$ cat config.mk
export PLATFORM = sky130hd
export DESIGN_NAME = gppc_pin_ctrl
export DESIGN_NICKNAME = d
export VERILOG_FILES = /design/src/logic/gppc_pin_ctrl.v /design/src/logic/gppc_pin_func.v
export VERILOG_INCLUDE_DIRS = /design/src /design/src/logic
export SDC_FILE = /design/constraint.sdc
export NUM_CORES = 1
export LEC_CHECK = 0
export ABC_CLOCK_PERIOD_IN_PS = 1800
export BUFFER_PORTS_ARGS = -buffer_cell sky130_fd_sc_hd__buf_2
export CORE_UTILIZATION = 55
export DETAILED_ROUTE_END_ITERATION = 6
export PLACE_DENSITY = 0.81
export RECOVER_POWER = 100
export SLEW_MARGIN = 20
export SYNTH_ARGS = -nofsm -noshare
export SYNTH_HDL_FRONTEND = slang
export SYNTH_SLANG_ARGS = --single-unit
$ cat constraint.sdc
create_clock -name clk_i -period 1.8 [get_ports clk_i]
set_input_delay 0.09 -clock clk_i [delete_from_list [all_inputs] [get_ports clk_i]]
set_output_delay 0.09 -clock clk_i [all_outputs]
set_load 0.02 [all_outputs]
$ cat src/logic/gppc_defines.vh
/*
  register offsets, reset values and function codes for the
  general purpose pin control block.
  assumes a 16-bit register address from the serial programming interface.
*/
`ifndef GPPC_DEFINES_VH
`define GPPC_DEFINES_VH

`define GPPC_ADDR_W          16
`define GPPC_PIN_DIRECTION   16'h006E
`define GPPC_IN_FUNC_BIT2    16'h006F
`define GPPC_IN_FUNC_BIT1    16'h0070
`define GPPC_IN_FUNC_BIT0    16'h0071
`define GPPC_OUT_FUNC_BIT2   16'h0072
`define GPPC_OUT_FUNC_BIT1   16'h0073
`define GPPC_OUT_FUNC_BIT0   16'h0074
`define GPPC_RESERVED_BYTE   16'h0075
`define GPPC_CONTROL_BYTE    16'h0076
`define GPPC_INPUT_LEVELS    16'h0219

`define GPPC_DIR_RESET       8'h00
`define GPPC_SEL_RESET       8'h00
`define GPPC_CTL_RESET       8'h00
`define GPPC_ZERO_BYTE       8'h00

`define GPPC_FN_PLAIN_INPUT  3'h0
`define GPPC_FN_OUT_ENABLE   3'h1
`define GPPC_FN_REF_SELECT   3'h5

`define GPPC_PIN_FIRST_REF   2
`define GPPC_PIN_SECOND_REF  3

`endif

$ cat src/logic/gppc_pin_ctrl.v
/*
  general purpose pin control: direction, input function select,
  output function select and control bytes, plus the read-only input
  level byte. eight pins.
  assumes a synchronous byte-wide register port from the serial
  programming interface, with pin levels already synchronous to clk_i.
*/
// How it works
// the levels of pins used as plain inputs read back in the status byte at 0x219.
// each pin has a direction bit, 0 input and 1 output, all clear after reset.
// an input pin with function code 000 copies its level into its status bit.
// pin 2 as an input with code 001 drives the output enable of clock output 2.
// software must not program reserved function codes; their effect is undefined.
// pin 3 as an input with its select code drives bit 0 of the second loop reference select.
// input function codes act only while the pin is an input.
// pins 0, 1 and 3 as inputs with code 001 drive the enables of clock outputs 0, 1 and 3.
// code 101 on pin 3 selects the second loop reference select bit 0 function.
// code 101 on pin 2 makes the pin bit 0 of the first loop reference select.
// each pin's code takes one bit from each of three select bytes at its pin position.
`timescale 1ns/1ps
`default_nettype none
`include "gppc_defines.vh"

module gppc_pin_ctrl
(
  // clock and reset
  input  wire                     clk_i,
  input  wire                     rst_b_i,
  // register port
  input  wire                     reg_wr_i,
  input  wire                     reg_rd_i,
  input  wire [`GPPC_ADDR_W-1:0]  reg_addr_i,
  input  wire [7:0]               reg_wdata_i,
  output reg  [7:0]               reg_rdata_o,
  output reg                      reg_hit_o,
  // pins
  input  wire [7:0]               pin_level_i,
  output wire [7:0]               pin_dir_o,
  output wire [7:0]               output_function_bit2_o,
  output wire [7:0]               output_function_bit1_o,
  output wire [7:0]               output_function_bit0_o,
  output wire [7:0]               pin_control_byte_o,
  // functions driven from pins
  output reg  [3:0]               clock_output_enable_o,
  output reg  [3:0]               clock_output_enable_sel_o,
  output reg                      first_loop_manual_ref_select_o,
  output reg                      first_loop_ref_sel_active_o,
  output reg                      second_loop_manual_ref_select_o,
  output reg                      second_loop_ref_sel_active_o
);

  reg  [7:0] pin_direction;
  reg  [7:0] input_function_bit2;
  reg  [7:0] input_function_bit1;
  reg  [7:0] input_function_bit0;
  reg  [7:0] output_function_bit2;
  reg  [7:0] output_function_bit1;
  reg  [7:0] output_function_bit0;
  reg  [7:0] pin_control_byte;
  reg  [7:0] pin_input_levels;
  reg  [7:0] next_rdata;
  reg        next_hit;

  wire [7:0] fn_plain;
  wire [7:0] fn_oe;
  wire [7:0] fn_ref;

  // one decoder per pin
  genvar g;
  generate
    for (g = 0; g < 8; g = g + 1)
    begin : gen_pin
      gppc_pin_func u_func
      (
        .is_output_i   (pin_direction[g]),
        .sel2_i        (input_function_bit2[g]),
        .sel1_i        (input_function_bit1[g]),
        .sel0_i        (input_function_bit0[g]),
        .plain_input_o (fn_plain[g]),
        .out_enable_o  (fn_oe[g]),
        .ref_select_o  (fn_ref[g])
      );
    end
  endgenerate

  assign pin_dir_o              = pin_direction;
  assign output_function_bit2_o = output_function_bit2;
  assign output_function_bit1_o = output_function_bit1;
  assign output_function_bit0_o = output_function_bit0;
  assign pin_control_byte_o     = pin_control_byte;

  // reserved codes get no function; the pin simply does nothing
  // select bytes reset to zero so every pin starts as a plain input
  always @(posedge clk_i or negedge rst_b_i)
  begin
    if (!rst_b_i)
    begin
      pin_direction        <= `GPPC_DIR_RESET;
      input_function_bit2  <= `GPPC_SEL_RESET;
      input_function_bit1  <= `GPPC_SEL_RESET;
      input_function_bit0  <= `GPPC_SEL_RESET;
      output_function_bit2 <= `GPPC_SEL_RESET;
      output_function_bit1 <= `GPPC_SEL_RESET;
      output_function_bit0 <= `GPPC_SEL_RESET;
      pin_control_byte     <= `GPPC_CTL_RESET;
    end
    else if (reg_wr_i)
    begin
      if (reg_addr_i == `GPPC_PIN_DIRECTION)
        pin_direction <= reg_wdata_i;
      else if (reg_addr_i == `GPPC_IN_FUNC_BIT2)
        input_function_bit2 <= reg_wdata_i;
      else if (reg_addr_i == `GPPC_IN_FUNC_BIT1)
        input_function_bit1 <= reg_wdata_i;
      else if (reg_addr_i == `GPPC_IN_FUNC_BIT0)
        input_function_bit0 <= reg_wdata_i;
      else if (reg_addr_i == `GPPC_OUT_FUNC_BIT2)
        output_function_bit2 <= reg_wdata_i;
      else if (reg_addr_i == `GPPC_OUT_FUNC_BIT1)
        output_function_bit1 <= reg_wdata_i;
      else if (reg_addr_i == `GPPC_OUT_FUNC_BIT0)
        output_function_bit0 <= reg_wdata_i;
      else if (reg_addr_i == `GPPC_CONTROL_BYTE)
        pin_control_byte <= reg_wdata_i;
    end
  end

  // pin levels registered once; bits of pins not used as plain inputs read 0
  always @(posedge clk_i or negedge rst_b_i)
  begin
    if (!rst_b_i)
    begin
      pin_input_levels                <= `GPPC_ZERO_BYTE;
      clock_output_enable_o           <= 4'h0;
      clock_output_enable_sel_o       <= 4'h0;
      first_loop_manual_ref_select_o  <= 1'b0;
      first_loop_ref_sel_active_o     <= 1'b0;
      second_loop_manual_ref_select_o <= 1'b0;
      second_loop_ref_sel_active_o    <= 1'b0;
    end
    else
    begin
      pin_input_levels                <= pin_level_i & fn_plain;
      clock_output_enable_sel_o       <= fn_oe[3:0];
      clock_output_enable_o           <= pin_level_i[3:0] & fn_oe[3:0];
      first_loop_ref_sel_active_o     <= fn_ref[`GPPC_PIN_FIRST_REF];
      first_loop_manual_ref_select_o  <= pin_level_i[`GPPC_PIN_FIRST_REF] &
                                         fn_ref[`GPPC_PIN_FIRST_REF];
      second_loop_ref_sel_active_o    <= fn_ref[`GPPC_PIN_SECOND_REF];
      second_loop_manual_ref_select_o <= pin_level_i[`GPPC_PIN_SECOND_REF] &
                                         fn_ref[`GPPC_PIN_SECOND_REF];
    end
  end

  // read decode; reserved byte reads zero
  always @*
  begin
    next_rdata = `GPPC_ZERO_BYTE;
    next_hit   = 1'b1;
    if (reg_addr_i == `GPPC_PIN_DIRECTION)
      next_rdata = pin_direction;
    else if (reg_addr_i == `GPPC_IN_FUNC_BIT2)
      next_rdata = input_function_bit2;
    else if (reg_addr_i == `GPPC_IN_FUNC_BIT1)
      next_rdata = input_function_bit1;
    else if (reg_addr_i == `GPPC_IN_FUNC_BIT0)
      next_rdata = input_function_bit0;
    else if (reg_addr_i == `GPPC_OUT_FUNC_BIT2)
      next_rdata = output_function_bit2;
    else if (reg_addr_i == `GPPC_OUT_FUNC_BIT1)
      next_rdata = output_function_bit1;
    else if (reg_addr_i == `GPPC_OUT_FUNC_BIT0)
      next_rdata = output_function_bit0;
    else if (reg_addr_i == `GPPC_RESERVED_BYTE)
      next_rdata = `GPPC_ZERO_BYTE;
    else if (reg_addr_i == `GPPC_CONTROL_BYTE)
      next_rdata = pin_control_byte;
    else if (reg_addr_i == `GPPC_INPUT_LEVELS)
      next_rdata = pin_input_levels;
    else
      next_hit = 1'b0;
  end

  always @(posedge clk_i or negedge rst_b_i)
  begin
    if (!rst_b_i)
    begin
      reg_rdata_o <= `GPPC_ZERO_BYTE;
      reg_hit_o   <= 1'b0;
    end
    else if (reg_rd_i)
    begin
      reg_rdata_o <= next_rdata;
      reg_hit_o   <= next_hit;
    end
  end

endmodule // gppc_pin_ctrl

`default_nettype wire

$ cat src/logic/gppc_pin_func.v
/*
  per-pin input function decode: assembles the three-bit input function
  code of one pin and reports which function is active.
  assumes the direction and select bytes come straight from registers.
*/
`timescale 1ns/1ps
`default_nettype none
`include "gppc_defines.vh"

module gppc_pin_func
(
  // configuration of this pin
  input  wire       is_output_i,
  input  wire       sel2_i,
  input  wire       sel1_i,
  input  wire       sel0_i,
  // decoded functions
  output wire       plain_input_o,
  output wire       out_enable_o,
  output wire       ref_select_o
);

  wire [2:0] input_function_code;

  assign input_function_code = {sel2_i, sel1_i, sel0_i};

  // function codes only act while the pin is an input
  assign plain_input_o = ~is_output_i &&
                         (input_function_code == `GPPC_FN_PLAIN_INPUT);
  assign out_enable_o  = ~is_output_i &&
                         (input_function_code == `GPPC_FN_OUT_ENABLE);
  assign ref_select_o  = ~is_output_i &&
                         (input_function_code == `GPPC_FN_REF_SELECT);

endmodule // gppc_pin_func

`default_nettype wire

==> flow_summary_export.csv, run 1 <==
group,metric,value,unit
outcome,status,"completed",
sta,fmax,0.618,GHz
worst_setup_path,cp.required,2060,ps
sta,fin_skew,7.05,ps
floorplanning,start_util,57.5,%
finish,antenna_cells,0,
synthesis,synth.avg_cell_area,12.1,um2
worst_setup_path,crit_slowest_cell,"mux2_2",
pwr,combPwrFrac,6.8,%
placement,place_area,0.00528,mm2
synthesis,yosysTopAreaCell,"dfrtp_1",
floorplanning,die_x,92.6,um
global_route,antenna_found_initial,0,
route,post-route-drc-count,0,
route,vias,3683,
floorplanning,boundaryPins,97,
global_route,grtUsageTotal,28.5,%
sta,hold_viol,0,
clocking,tritoncts,"done",
route,routedWlPerCell,19.1,um
synthesis,syn-instance-count,374,
finish,utilization,68.8,%
sta,rsz0062_at_grt,"no",
pwr,p_clk_share,38.6,%
synthesis,syn_nets,410,
hold_path,hp-class,"in -> reg",
clocking,cts_root_buffer,"clkbuf_8",
clocking,clock-sinks,93,
worst_setup_path,critPathCaptureType,"flip-flop",
pwr,power.density,715,mW/mm2
global_route,grt_max_degree,35,
sta,worst_pin_slew,833,ps
worst_setup_path,crit_family,"simple AND/OR/NAND/NOR gates",
synthesis,ys.flop_type,"dfrtp_1",
clocking,cts_resized,0,
route,ant_nets,0,
route,wl,11.6,mm
sta,finalSetupViolCount,0,
global_route,grt_pass1_vias,3585,
route,viasPerCell,6.07,
clocking,clk_latency,370,ps
pwr,p_total,3.86,mW
synthesis,netlist_area,0.00452,mm2
synthesis,yosysSeqAreaShare,51.5,%
placement,dpl.hpwl,8.16,mm
worst_setup_path,path_cells,"buf_2, and3b_1, and3_1, nand2_4, nor3_1, clkbuf_2, mux2_2",
floorplanning,die_height,92.6,um
clocking,cts_hold_buf,9,
sta,slew_headroom,44.5,%
synthesis,synth_commonest_cells,"dfrtp_1 (93), mux2_2 (63), nor2_1 (22)",
synthesis,ys_seq_elements,93,
route,drtPass1Iterations,5,
floorplanning,fp-row-count,32,
placement,dpl.cell_count,582,
clocking,cts_buffer_depth,2,
finish,layout-drive-gt1-share,29.7,%
synthesis,synth_area_leaders,"dfrtp_1 (52%), mux2_2 (16%), a21oi_1 (2.3%), nor2_1 (1.8%), mux2i_1 (1.8%)",
sta,drv_slew,0,
pwr,power_switching,963,uW
synthesis,yosys_warnings,0,
worst_setup_path,crit_arrival,1880,ps
synthesis,async_flop_share,100,%
clocking,cts_made_buffers,9,
global_route,grt-ovfl-total,0,
clocking,cts.clk_slew.worst_paths,90,ps
floorplanning,die-area,0.00858,mm2
placement,io_buffer_count,96,
pwr,power.internal,2.89,mW
floorplanning,core-area,0.00785,mm2
synthesis,synth_top_area_share,51.5,%
worst_setup_path,max_stage_delay,360,ps
placement,place_congestion,0.904,
finish,fin_cells,607,
synthesis,synth.most_common_cell,"dfrtp_1",
finish,syn2layout_area_growth,19.5,%
worst_setup_path,cp.buffers_inverters,2,
flow_run,cap_violations,0,
global_route,grt_pass1_wl,18.6,mm
worst_setup_path,cp-start-kind,"input pin",
finish,fin_area,0.00540,mm2
pwr,seqPwrFrac,54.5,%
worst_setup_path,worst-path-max-fanout,5,
sta,final.min_clock_period,1620,ps
pwr,p_sw_share,25.0,%
sta,timing.final.crit_share,89.8,%
clocking,post_cts_buffers,0,
worst_setup_path,crit_type,"in -> reg",
pwr,power.leakage,2.57,nW
sta,finalSetupTns,0,ps
synthesis,synth_edf_count,0,
pwr,ir_drop,0.441,mV
synthesis,synthDistinctLibCells,54,
clocking,htreeDepth,3,
finish,fin_nets,536,
route,drtIter0Drc,244,
==> state kept, by name, summed over array words and instances (netlist names) <==
signal                           flops
clock_output_enable_o                4
clock_output_enable_sel_o            4
first_loop_manual_ref_select_o       1
first_loop_ref_sel_active_o          1
input_function_bit0                  8
input_function_bit1                  8
input_function_bit2                  8
output_function_bit0_o               8
output_function_bit1_o               8
output_function_bit2_o               8
pin_control_byte_o                   8
pin_dir_o                            8
pin_input_levels                     8
reg_hit_o                            1
reg_rdata_o                          8
second_loop_manual_ref_select_o      1
second_loop_ref_sel_active_o         1
==> cells in the final DEF, fill, tap and decap left out, types with 9 or more instances in the layout <==
cell type      instances
a21oi_1               21
nor2_1                24
dfrtp_1               93
nand2_1               21
o22ai_1                9
buf_4                 17
nor2b_1                9
dlygate4sd3_1          9
nor3_1                 9
buf_2                 33
clkbuf_8              10
mux2_2                63
clkbuf_1              70
==> power groups by stage <==
stage	Clock [mW]	Sequential, mW	Combinational [mW]
finish	1.49	2.10	0.264
global route	1.60	2.10	0.291
CTS	1.51	2.10	0.276
detailed placement	0	2.14	0.259
global placement	0	2.14	0.252
floorplan	0	2.15	0.0945
==> logic make-up (layout without fill, tap and decap cells) <==
logic type	after synthesis	count (layout)	synth area share, %
flops	93	93	51.5
compound gates	73	73	11.5
mux	72	72	17.8
buf+inv	26	157	3.27
simple gates	110	110	15.8
==> path summary, 6_finish.rpt <==
check | start | to | slack (ps) | cells past startpoint
max in group asynchronous | rst_b_i | pin_input_levels[4] | 420 | 3
worst min-delay path | reg_wdata_i[3] | pin_dir_o[3] | 60 | 2
worst max register to register | reg_rdata_o[3] | reg_rdata_o[3] | 370 | 4
worst max-delay path | reg_addr_i[7] | output_function_bit2_o[3] | 180 | 7
worst min register to register | input_function_bit1[1] | pin_input_levels[1] | 490 | 1
min in group asynchronous | rst_b_i | pin_dir_o[0] | 340 | 2
==> worst register-to-register path: cells and delay by family, from the launching register on <==
kind	cells	cell delay, ps
AOI/OAI and AO/OA	3	720
and+or+nand+nor	1	160
DFF	1	420
==> per-layer routing <==
| metal | global-route usage (%) | vias to the layer above | wire length, um |
|---|---|---|---|
| met5 | 0 | - | 0 |
| met4 | 12.1 | 0 | 269 |
| met2 | 43.1 | 187 | 5270 |
| li1 | - | 1665 | - |
| met1 | 38.8 | 1804 | 5030 |
| met3 | 7.80 | 27 | 997 |
==> per-stage QoR <==
step           hold slack [ps]  setup WS, ps
2_1_floorplan             -206          66.4
3_3_place_gp              62.5          45.4
3_5_place_dp              64.2         -33.3
4_1_cts                   43.0           378
5_1_grt                   63.1           113
6_report                  63.7           183
==> area by class of cell <==
type	instances	area [um2]
Fill cell	667	2450
Sequential cell	93	2330
Multi-Input combinational cell	255	2000
Timing Repair Buffer	138	723
Clock buffer	10	138
Tap cell	102	128
Clock inverter	6	75.1
Inverter	3	11.3
(Power assumes the default switching activity.)
==> run 2, diff against run 1 <==
--- a/config.mk
+++ b/config.mk
@@ -9,10 +9,10 @@
 export ABC_CLOCK_PERIOD_IN_PS = 1800
 export BUFFER_PORTS_ARGS = -buffer_cell sky130_fd_sc_hd__buf_2
 export CORE_UTILIZATION = 55
+export CTS_BUF_LIST = sky130_fd_sc_hd__clkbuf_16
 export DETAILED_ROUTE_END_ITERATION = 6
 export PLACE_DENSITY = 0.81
 export RECOVER_POWER = 100
-export SLEW_MARGIN = 20
 export SYNTH_ARGS = -nofsm -noshare
 export SYNTH_HDL_FRONTEND = slang
 export SYNTH_SLANG_ARGS = --single-unit
==> run 2 against run 1 <==
Power grew 12%. Die area did not move. Via count is 1.6% higher. Utilization rose by 1.2 points. Non-clock buffer count is the same. Critical path depth is 1 lower. Register-to-register slack improved by 20 ps. Clock power grew 31%. Sequential share of layout area shrank 0.76 points. Setup slack better by 11 ps. Final cell count is the same. Highest routed layer unchanged.
==> flow_summary_export.csv, run 2 (synthesis results as in run 1) <==
group,metric,value,unit
clocking,cts_root_buffer,"clkbuf_16",
global_route,grt_pass1_wl,18.8,mm
pwr,power.internal,3.29,mW
sta,hold_viol,0,
sta,finalSetupViolCount,0,
global_route,grt_max_degree,35,
global_route,grtUsageTotal,28.9,%
finish,fin_cells,607,
route,wl,11.8,mm
placement,dpl.hpwl,8.16,mm
clocking,cts_resized,0,
worst_setup_path,reg2reg_depth,4,
finish,fin_area,0.00549,mm2
flow_run,cap_violations,0,
pwr,ir_drop,0.607,mV
placement,dp_worst_setup_slack,-33.3,ps
sta,finalSetupTns,0,ps
sta,worst_pin_slew,836,ps
route,drtPass1Iterations,4,
placement,place_congestion,0.904,
pwr,power.leakage,2.64,nW
worst_setup_path,cp-start-kind,"input pin",
global_route,grt_pass1_vias,3623,
sta,slew_headroom,44.3,%
worst_setup_path,crit_type,"in -> reg",
clocking,cts.clk_slew.worst_paths,70,ps
route,post-route-drc-count,0,
finish,antenna_cells,0,
worst_setup_path,cp.required,2030,ps
hold_path,hp-class,"in -> reg",
clocking,clk_latency,350,ps
clocking,tritoncts,"done",
clocking,clock-sinks,93,
sta,final.min_clock_period,1610,ps
pwr,p_sw_share,24.0,%
worst_setup_path,crit_arrival,1840,ps
sta,rsz0062_at_grt,"no",
floorplanning,fp-row-count,32,
route,drtIter0Drc,303,
worst_setup_path,crit_start,"reg_addr_i[13]",
clocking,htreeDepth,3,
outcome,status,"completed",
floorplanning,die_x,92.6,um
worst_setup_path,reg2reg_slack,390,ps
sta,timing.final.crit_share,89.2,%
worst_setup_path,r2r-end,"reg_rdata_o[3]",
route,routedWlPerCell,19.4,um
finish,syn2layout_area_growth,21.7,%
floorplanning,boundaryPins,97,
sta,fin_skew,4.92,ps
route,ant_nets,0,
worst_setup_path,endpoint,"pin_dir_o[6]",
global_route,grt-ovfl-total,0,
worst_setup_path,reg2reg_from,"reg_rdata_o[3]",
sta,fmax,0.623,GHz
floorplanning,die-area,0.00858,mm2
placement,dpl.cell_count,582,
floorplanning,die_height,92.6,um
pwr,power.density,787,mW/mm2
finish,final_cell_mix,"dfrtp_1 (93), mux2_2 (63), clkbuf_1 (63)",
sta,drv_slew,0,
pwr,seqPwrFrac,48.7,%
pwr,p_clk_share,45.2,%
sta,timing.final.ws_setup,194,ps
placement,place_area,0.00528,mm2
pwr,combPwrFrac,6.1,%
clocking,cts_made_buffers,9,
floorplanning,start_util,57.5,%
finish,fin_nets,536,
placement,io_buffer_count,96,
finish,final_common_cell,"dfrtp_1",
global_route,antenna_found_initial,0,
route,vias,3741,
clocking,cts_buffer_depth,2,
route,viasPerCell,6.16,
worst_setup_path,worst-path-max-fanout,8,
finish,layout-drive-gt1-share,31.1,%
floorplanning,core-area,0.00785,mm2
pwr,power_switching,1.04,mW
worst_setup_path,critPathCaptureType,"flip-flop",
==> run 2: cell count changes in the layout (fill, tap and decap cells not counted), moves of 2 or more <==
cell | before | now
clkbuf_8 | 10 | 0
clkbuf_16 | 0 | 9
clkbuf_1 | 70 | 63
buf_4 | 17 | 23
clkbuf_2 | 6 | 8
==> run 2: layout make-up <==
cell class | count | area [um2]
clock buffer | 9 | 225
clock inverter | 7 | 78.8
fill | 635 | 2350
inverter | 3 | 11.3
multi-input combinational | 255 | 1990
sequential | 93 | 2330
tap | 102 | 128
timing repair buffer | 138 | 732
==> run 2: power groups by stage <==
stage	clock, mW	sequential (mW)	combinational, mW
3_5_place_dp	0	2.14	0.259
3_3_place_gp	0	2.14	0.252
6_report	1.95	2.10	0.264
5_1_grt	2.05	2.10	0.291
4_1_cts	1.96	2.10	0.277
2_1_floorplan	0	2.15	0.0945
==> run 2: metal layers <==
| layer | GRT usage [%] | up-vias | wire length, um |
|---|---|---|---|
| met5 | 0 | - | 0 |
| met4 | 13.8 | 0 | 318 |
| met3 | 6.16 | 38 | 1010 |
| met2 | 44.6 | 205 | 5400 |
| met1 | 39.1 | 1828 | 5060 |
| li1 | - | 1670 | - |
==> run 2: worst min path at each step <==
| stage | slack [ps] | startpoint | end | cells after the start |
|---|---|---|---|---|
| finish | 80 | reg_wdata_i[3] | pin_dir_o[3] | 2 |
| global route | 100 | reg_wdata_i[3] | pin_control_byte_o[3] | 2 |
| CTS | 80 | reg_wdata_i[3] | pin_dir_o[3] | 2 |
| detailed placement | 60 | rst_b_i | clock_output_enable_sel_o[0] | 1 |
| global placement | 60 | rst_b_i | pin_dir_o[0] | 1 |
| floorplan | -210 | rst_b_i | clock_output_enable_o[0] | 0 |
==> run 2: repair_timing <==
action,in CTS,in global routing
hold endpoints to repair,42,0
endpoints found under the setup margin,0,0
hold buffers,9,0
buffers inserted,0,0
==> run 2: worst max-delay path, cell delays in order <==
cell and delay [ps]:
buf_2 100, nor4_2 410, buf_4 210, and4_1 280, nand3_2 340, mux2_4 400
==> run 2: per-stage QoR <==
step | power (mW) | hold WS [ps] | util, %
after floorplan | 2.24 | -206 | -
after global placement | 2.40 | 62.5 | 67.2
after detailed placement | 2.40 | 64.2 | 67.2
after CTS | 4.34 | 81.1 | 72.2
after global routing | 4.44 | 101 | 70.0
final | 4.32 | 84.9 | 70.0
==> run 3, diff against run 2 <==
==> constraint.sdc (replaced) <==
create_clock -name clk_i -period 1.8 [get_ports clk_i]
set_input_delay 0.27 -clock clk_i [delete_from_list [all_inputs] [get_ports clk_i]]
set_output_delay 0.27 -clock clk_i [all_outputs]
set_load 0.02 [all_outputs]
==> run 3 against run 2 <==
Utilization increased by 0.84 points. Wire length increased by 2.8%. Cell area increased by 1.2%. Final cell count increased by 0.82%. First-iteration DRC count increased by 6.3%. Clock power about the same. Power decreased by 0.62%. Combinational power increased by 4%. Critical path depth increased by 2. Setup slack got worse by 120 ps. Highest routed layer unchanged.
==> flow_summary_export.csv, run 3 (synthesis results as in run 1) <==
group,metric,value,unit
outcome,status,"completed",
clocking,htreeDepth,3,
floorplanning,die_x,92.6,um
route,drtIter0Drc,322,
pwr,combPwrFrac,6.4,%
floorplanning,fp-row-count,32,
finish,final_cell_mix,"dfrtp_1 (93), clkbuf_1 (66), mux2_2 (63)",
sta,rsz0062_at_grt,"no",
worst_setup_path,crit_type,"in -> reg",
sta,finalSetupViolCount,0,
global_route,grt_max_degree,41,
route,vias,3783,
sta,drv_slew,0,
sta,hold_viol,0,
global_route,use_met2,47.0,%
sta,timing.final.crit_share,95.8,%
sta,final.min_clock_period,1730,ps
placement,dpl.hpwl,8.53,mm
finish,fin_area,0.00556,mm2
sta,worst_pin_slew,625,ps
hold_path,hp-class,"in -> reg",
floorplanning,start_util,57.5,%
placement,io_buffer_count,96,
clocking,post_cts_buffers,0,
worst_setup_path,critPathCaptureType,"flip-flop",
worst_setup_path,path_cells,"clkbuf_1, and3b_1, clkbuf_1, and3_4, nand2_4, nor3_4, clkbuf_2, mux2_2",
finish,final_common_cell,"dfrtp_1",
clocking,cts_buffer_depth,2,
pwr,power.density,773,mW/mm2
global_route,globalRouteMet3Util,6.16,%
clocking,cts_root_buffer,"clkbuf_16",
pwr,power.leakage,2.67,nW
flow_run,cap_violations,0,
finish,antenna_cells,0,
route,viasPerCell,6.18,
floorplanning,boundaryPins,97,
worst_setup_path,crit_arrival,1950,ps
pwr,ir_drop,0.458,mV
clocking,clk_latency,340,ps
finish,syn2layout_area_growth,23.1,%
worst_setup_path,worst-path-max-fanout,4,
global_route,met1_usage,39.7,%
floorplanning,core-area,0.00785,mm2
pwr,power.internal,3.28,mW
worst_setup_path,cp.required,2030,ps
sta,fin_skew,7.46,ps
sta,fmax,0.580,GHz
clocking,clock-sinks,93,
worst_setup_path,max_stage_delay,350,ps
pwr,p_sw_share,23.6,%
global_route,grt-ovfl-total,0,
sta,timing.final.ws_setup,74.7,ps
clocking,tritoncts,"done",
worst_setup_path,cp-start-kind,"input pin",
route,wl,12.1,mm
worst_setup_path,crit_slowest_cell,"mux2_2",
global_route,grtUsageTotal,29.4,%
placement,place_congestion,0.896,
pwr,p_clk_share,44.6,%
clocking,cts.clk_slew.worst_paths,70,ps
pwr,power_switching,1.02,mW
global_route,grt-busiest-layer,"met2",
route,routedWlPerCell,19.8,um
clocking,cts_made_buffers,9,
placement,dp_worst_setup_slack,-280,ps
floorplanning,die-area,0.00858,mm2
floorplanning,die_height,92.6,um
pwr,seqPwrFrac,49.0,%
route,drtPass1Iterations,5,
global_route,grt_pass1_vias,3724,
worst_setup_path,crit_top_cell,"clkbuf_1",
finish,fin_nets,542,
global_route,grt_pass1_wl,18.9,mm
route,ant_nets,0,
sta,slew_headroom,58.3,%
global_route,antenna_found_initial,0,
route,post-route-drc-count,0,
finish,layout-drive-gt1-share,33.1,%
pwr,p_total,4.30,mW
placement,place_area,0.00541,mm2
-- run 3: path summary, 6_finish.rpt --
check	startpoint	slack [ps]	depth (start not counted)	endpoint
worst max-delay path	reg_addr_i[7]	70	8	output_function_bit2_o[4]
worst min-delay path	pin_level_i[7]	140	2	pin_input_levels[7]
worst max register to register	reg_rdata_o[2]	330	4	reg_rdata_o[2]
worst min register to register	input_function_bit1[0]	480	1	pin_input_levels[0]
max in group asynchronous	rst_b_i	280	3	output_function_bit1_o[4]
min in group asynchronous	rst_b_i	480	2	clock_output_enable_sel_o[0]
-- run 3: stage by stage --
step / hold WS (ps) / utilization, % / instances / setup TNS, ps
6_report: 137 / 70.9 / 612 / 0
5_1_grt: 147 / 70.9 / 612 / 0
4_1_cts: 135 / 72.8 / 612 / 0
3_5_place_dp: 197 / 68.9 / 596 / -7940
3_3_place_gp: 196 / 68.9 / 596 / -4640
2_1_floorplan: -25.6 / - / 374 / -2470
-- run 3: cell type report --
type / instances / area (um2)
Sequential cell: 93 / 2330
Fill cell: 593 / 2290
Multi-Input combinational cell: 255 / 2010
Timing Repair Buffer: 144 / 786
Clock buffer: 9 / 225
Tap cell: 102 / 128
Clock inverter: 6 / 72.6
Inverter: 3 / 11.3
-- run 3: timing repair --
item / 4_1_cts / 5_1_grt
gates resized for setup: 0 / 2
endpoints found under the hold margin: 23 / 0
hold buffers: 1 / 0
setup endpoints to repair: 0 / 2
-- run 3: power groups by stage --
stage / Clock, mW / Combinational [mW] / Sequential [mW]
2_1_floorplan: 0 / 0.0946 / 2.15
3_3_place_gp: 0 / 0.271 / 2.15
3_5_place_dp: 0 / 0.280 / 2.14
4_1_cts: 1.93 / 0.284 / 2.11
5_1_grt: 2.00 / 0.299 / 2.11
6_report: 1.92 / 0.274 / 2.11
-- run 3: routing by layer --
metal | part of all wire, % | vias to the layer above
met2 | 47 | 217
met4 | 2.5 | 0
met1 | 42 | 1855
met5 | 0 | -
li1 | - | 1678
met3 | 8.5 | 33
-- run 3: worst max-delay path, delay by kind of cell --
| kind | cells | cell delay [ps] |
|---|---|---|
| multiplexers | 1 | 350 |
| buffers and inverters | 3 | 500 |
| AND/OR/NAND/NOR | 4 | 820 |
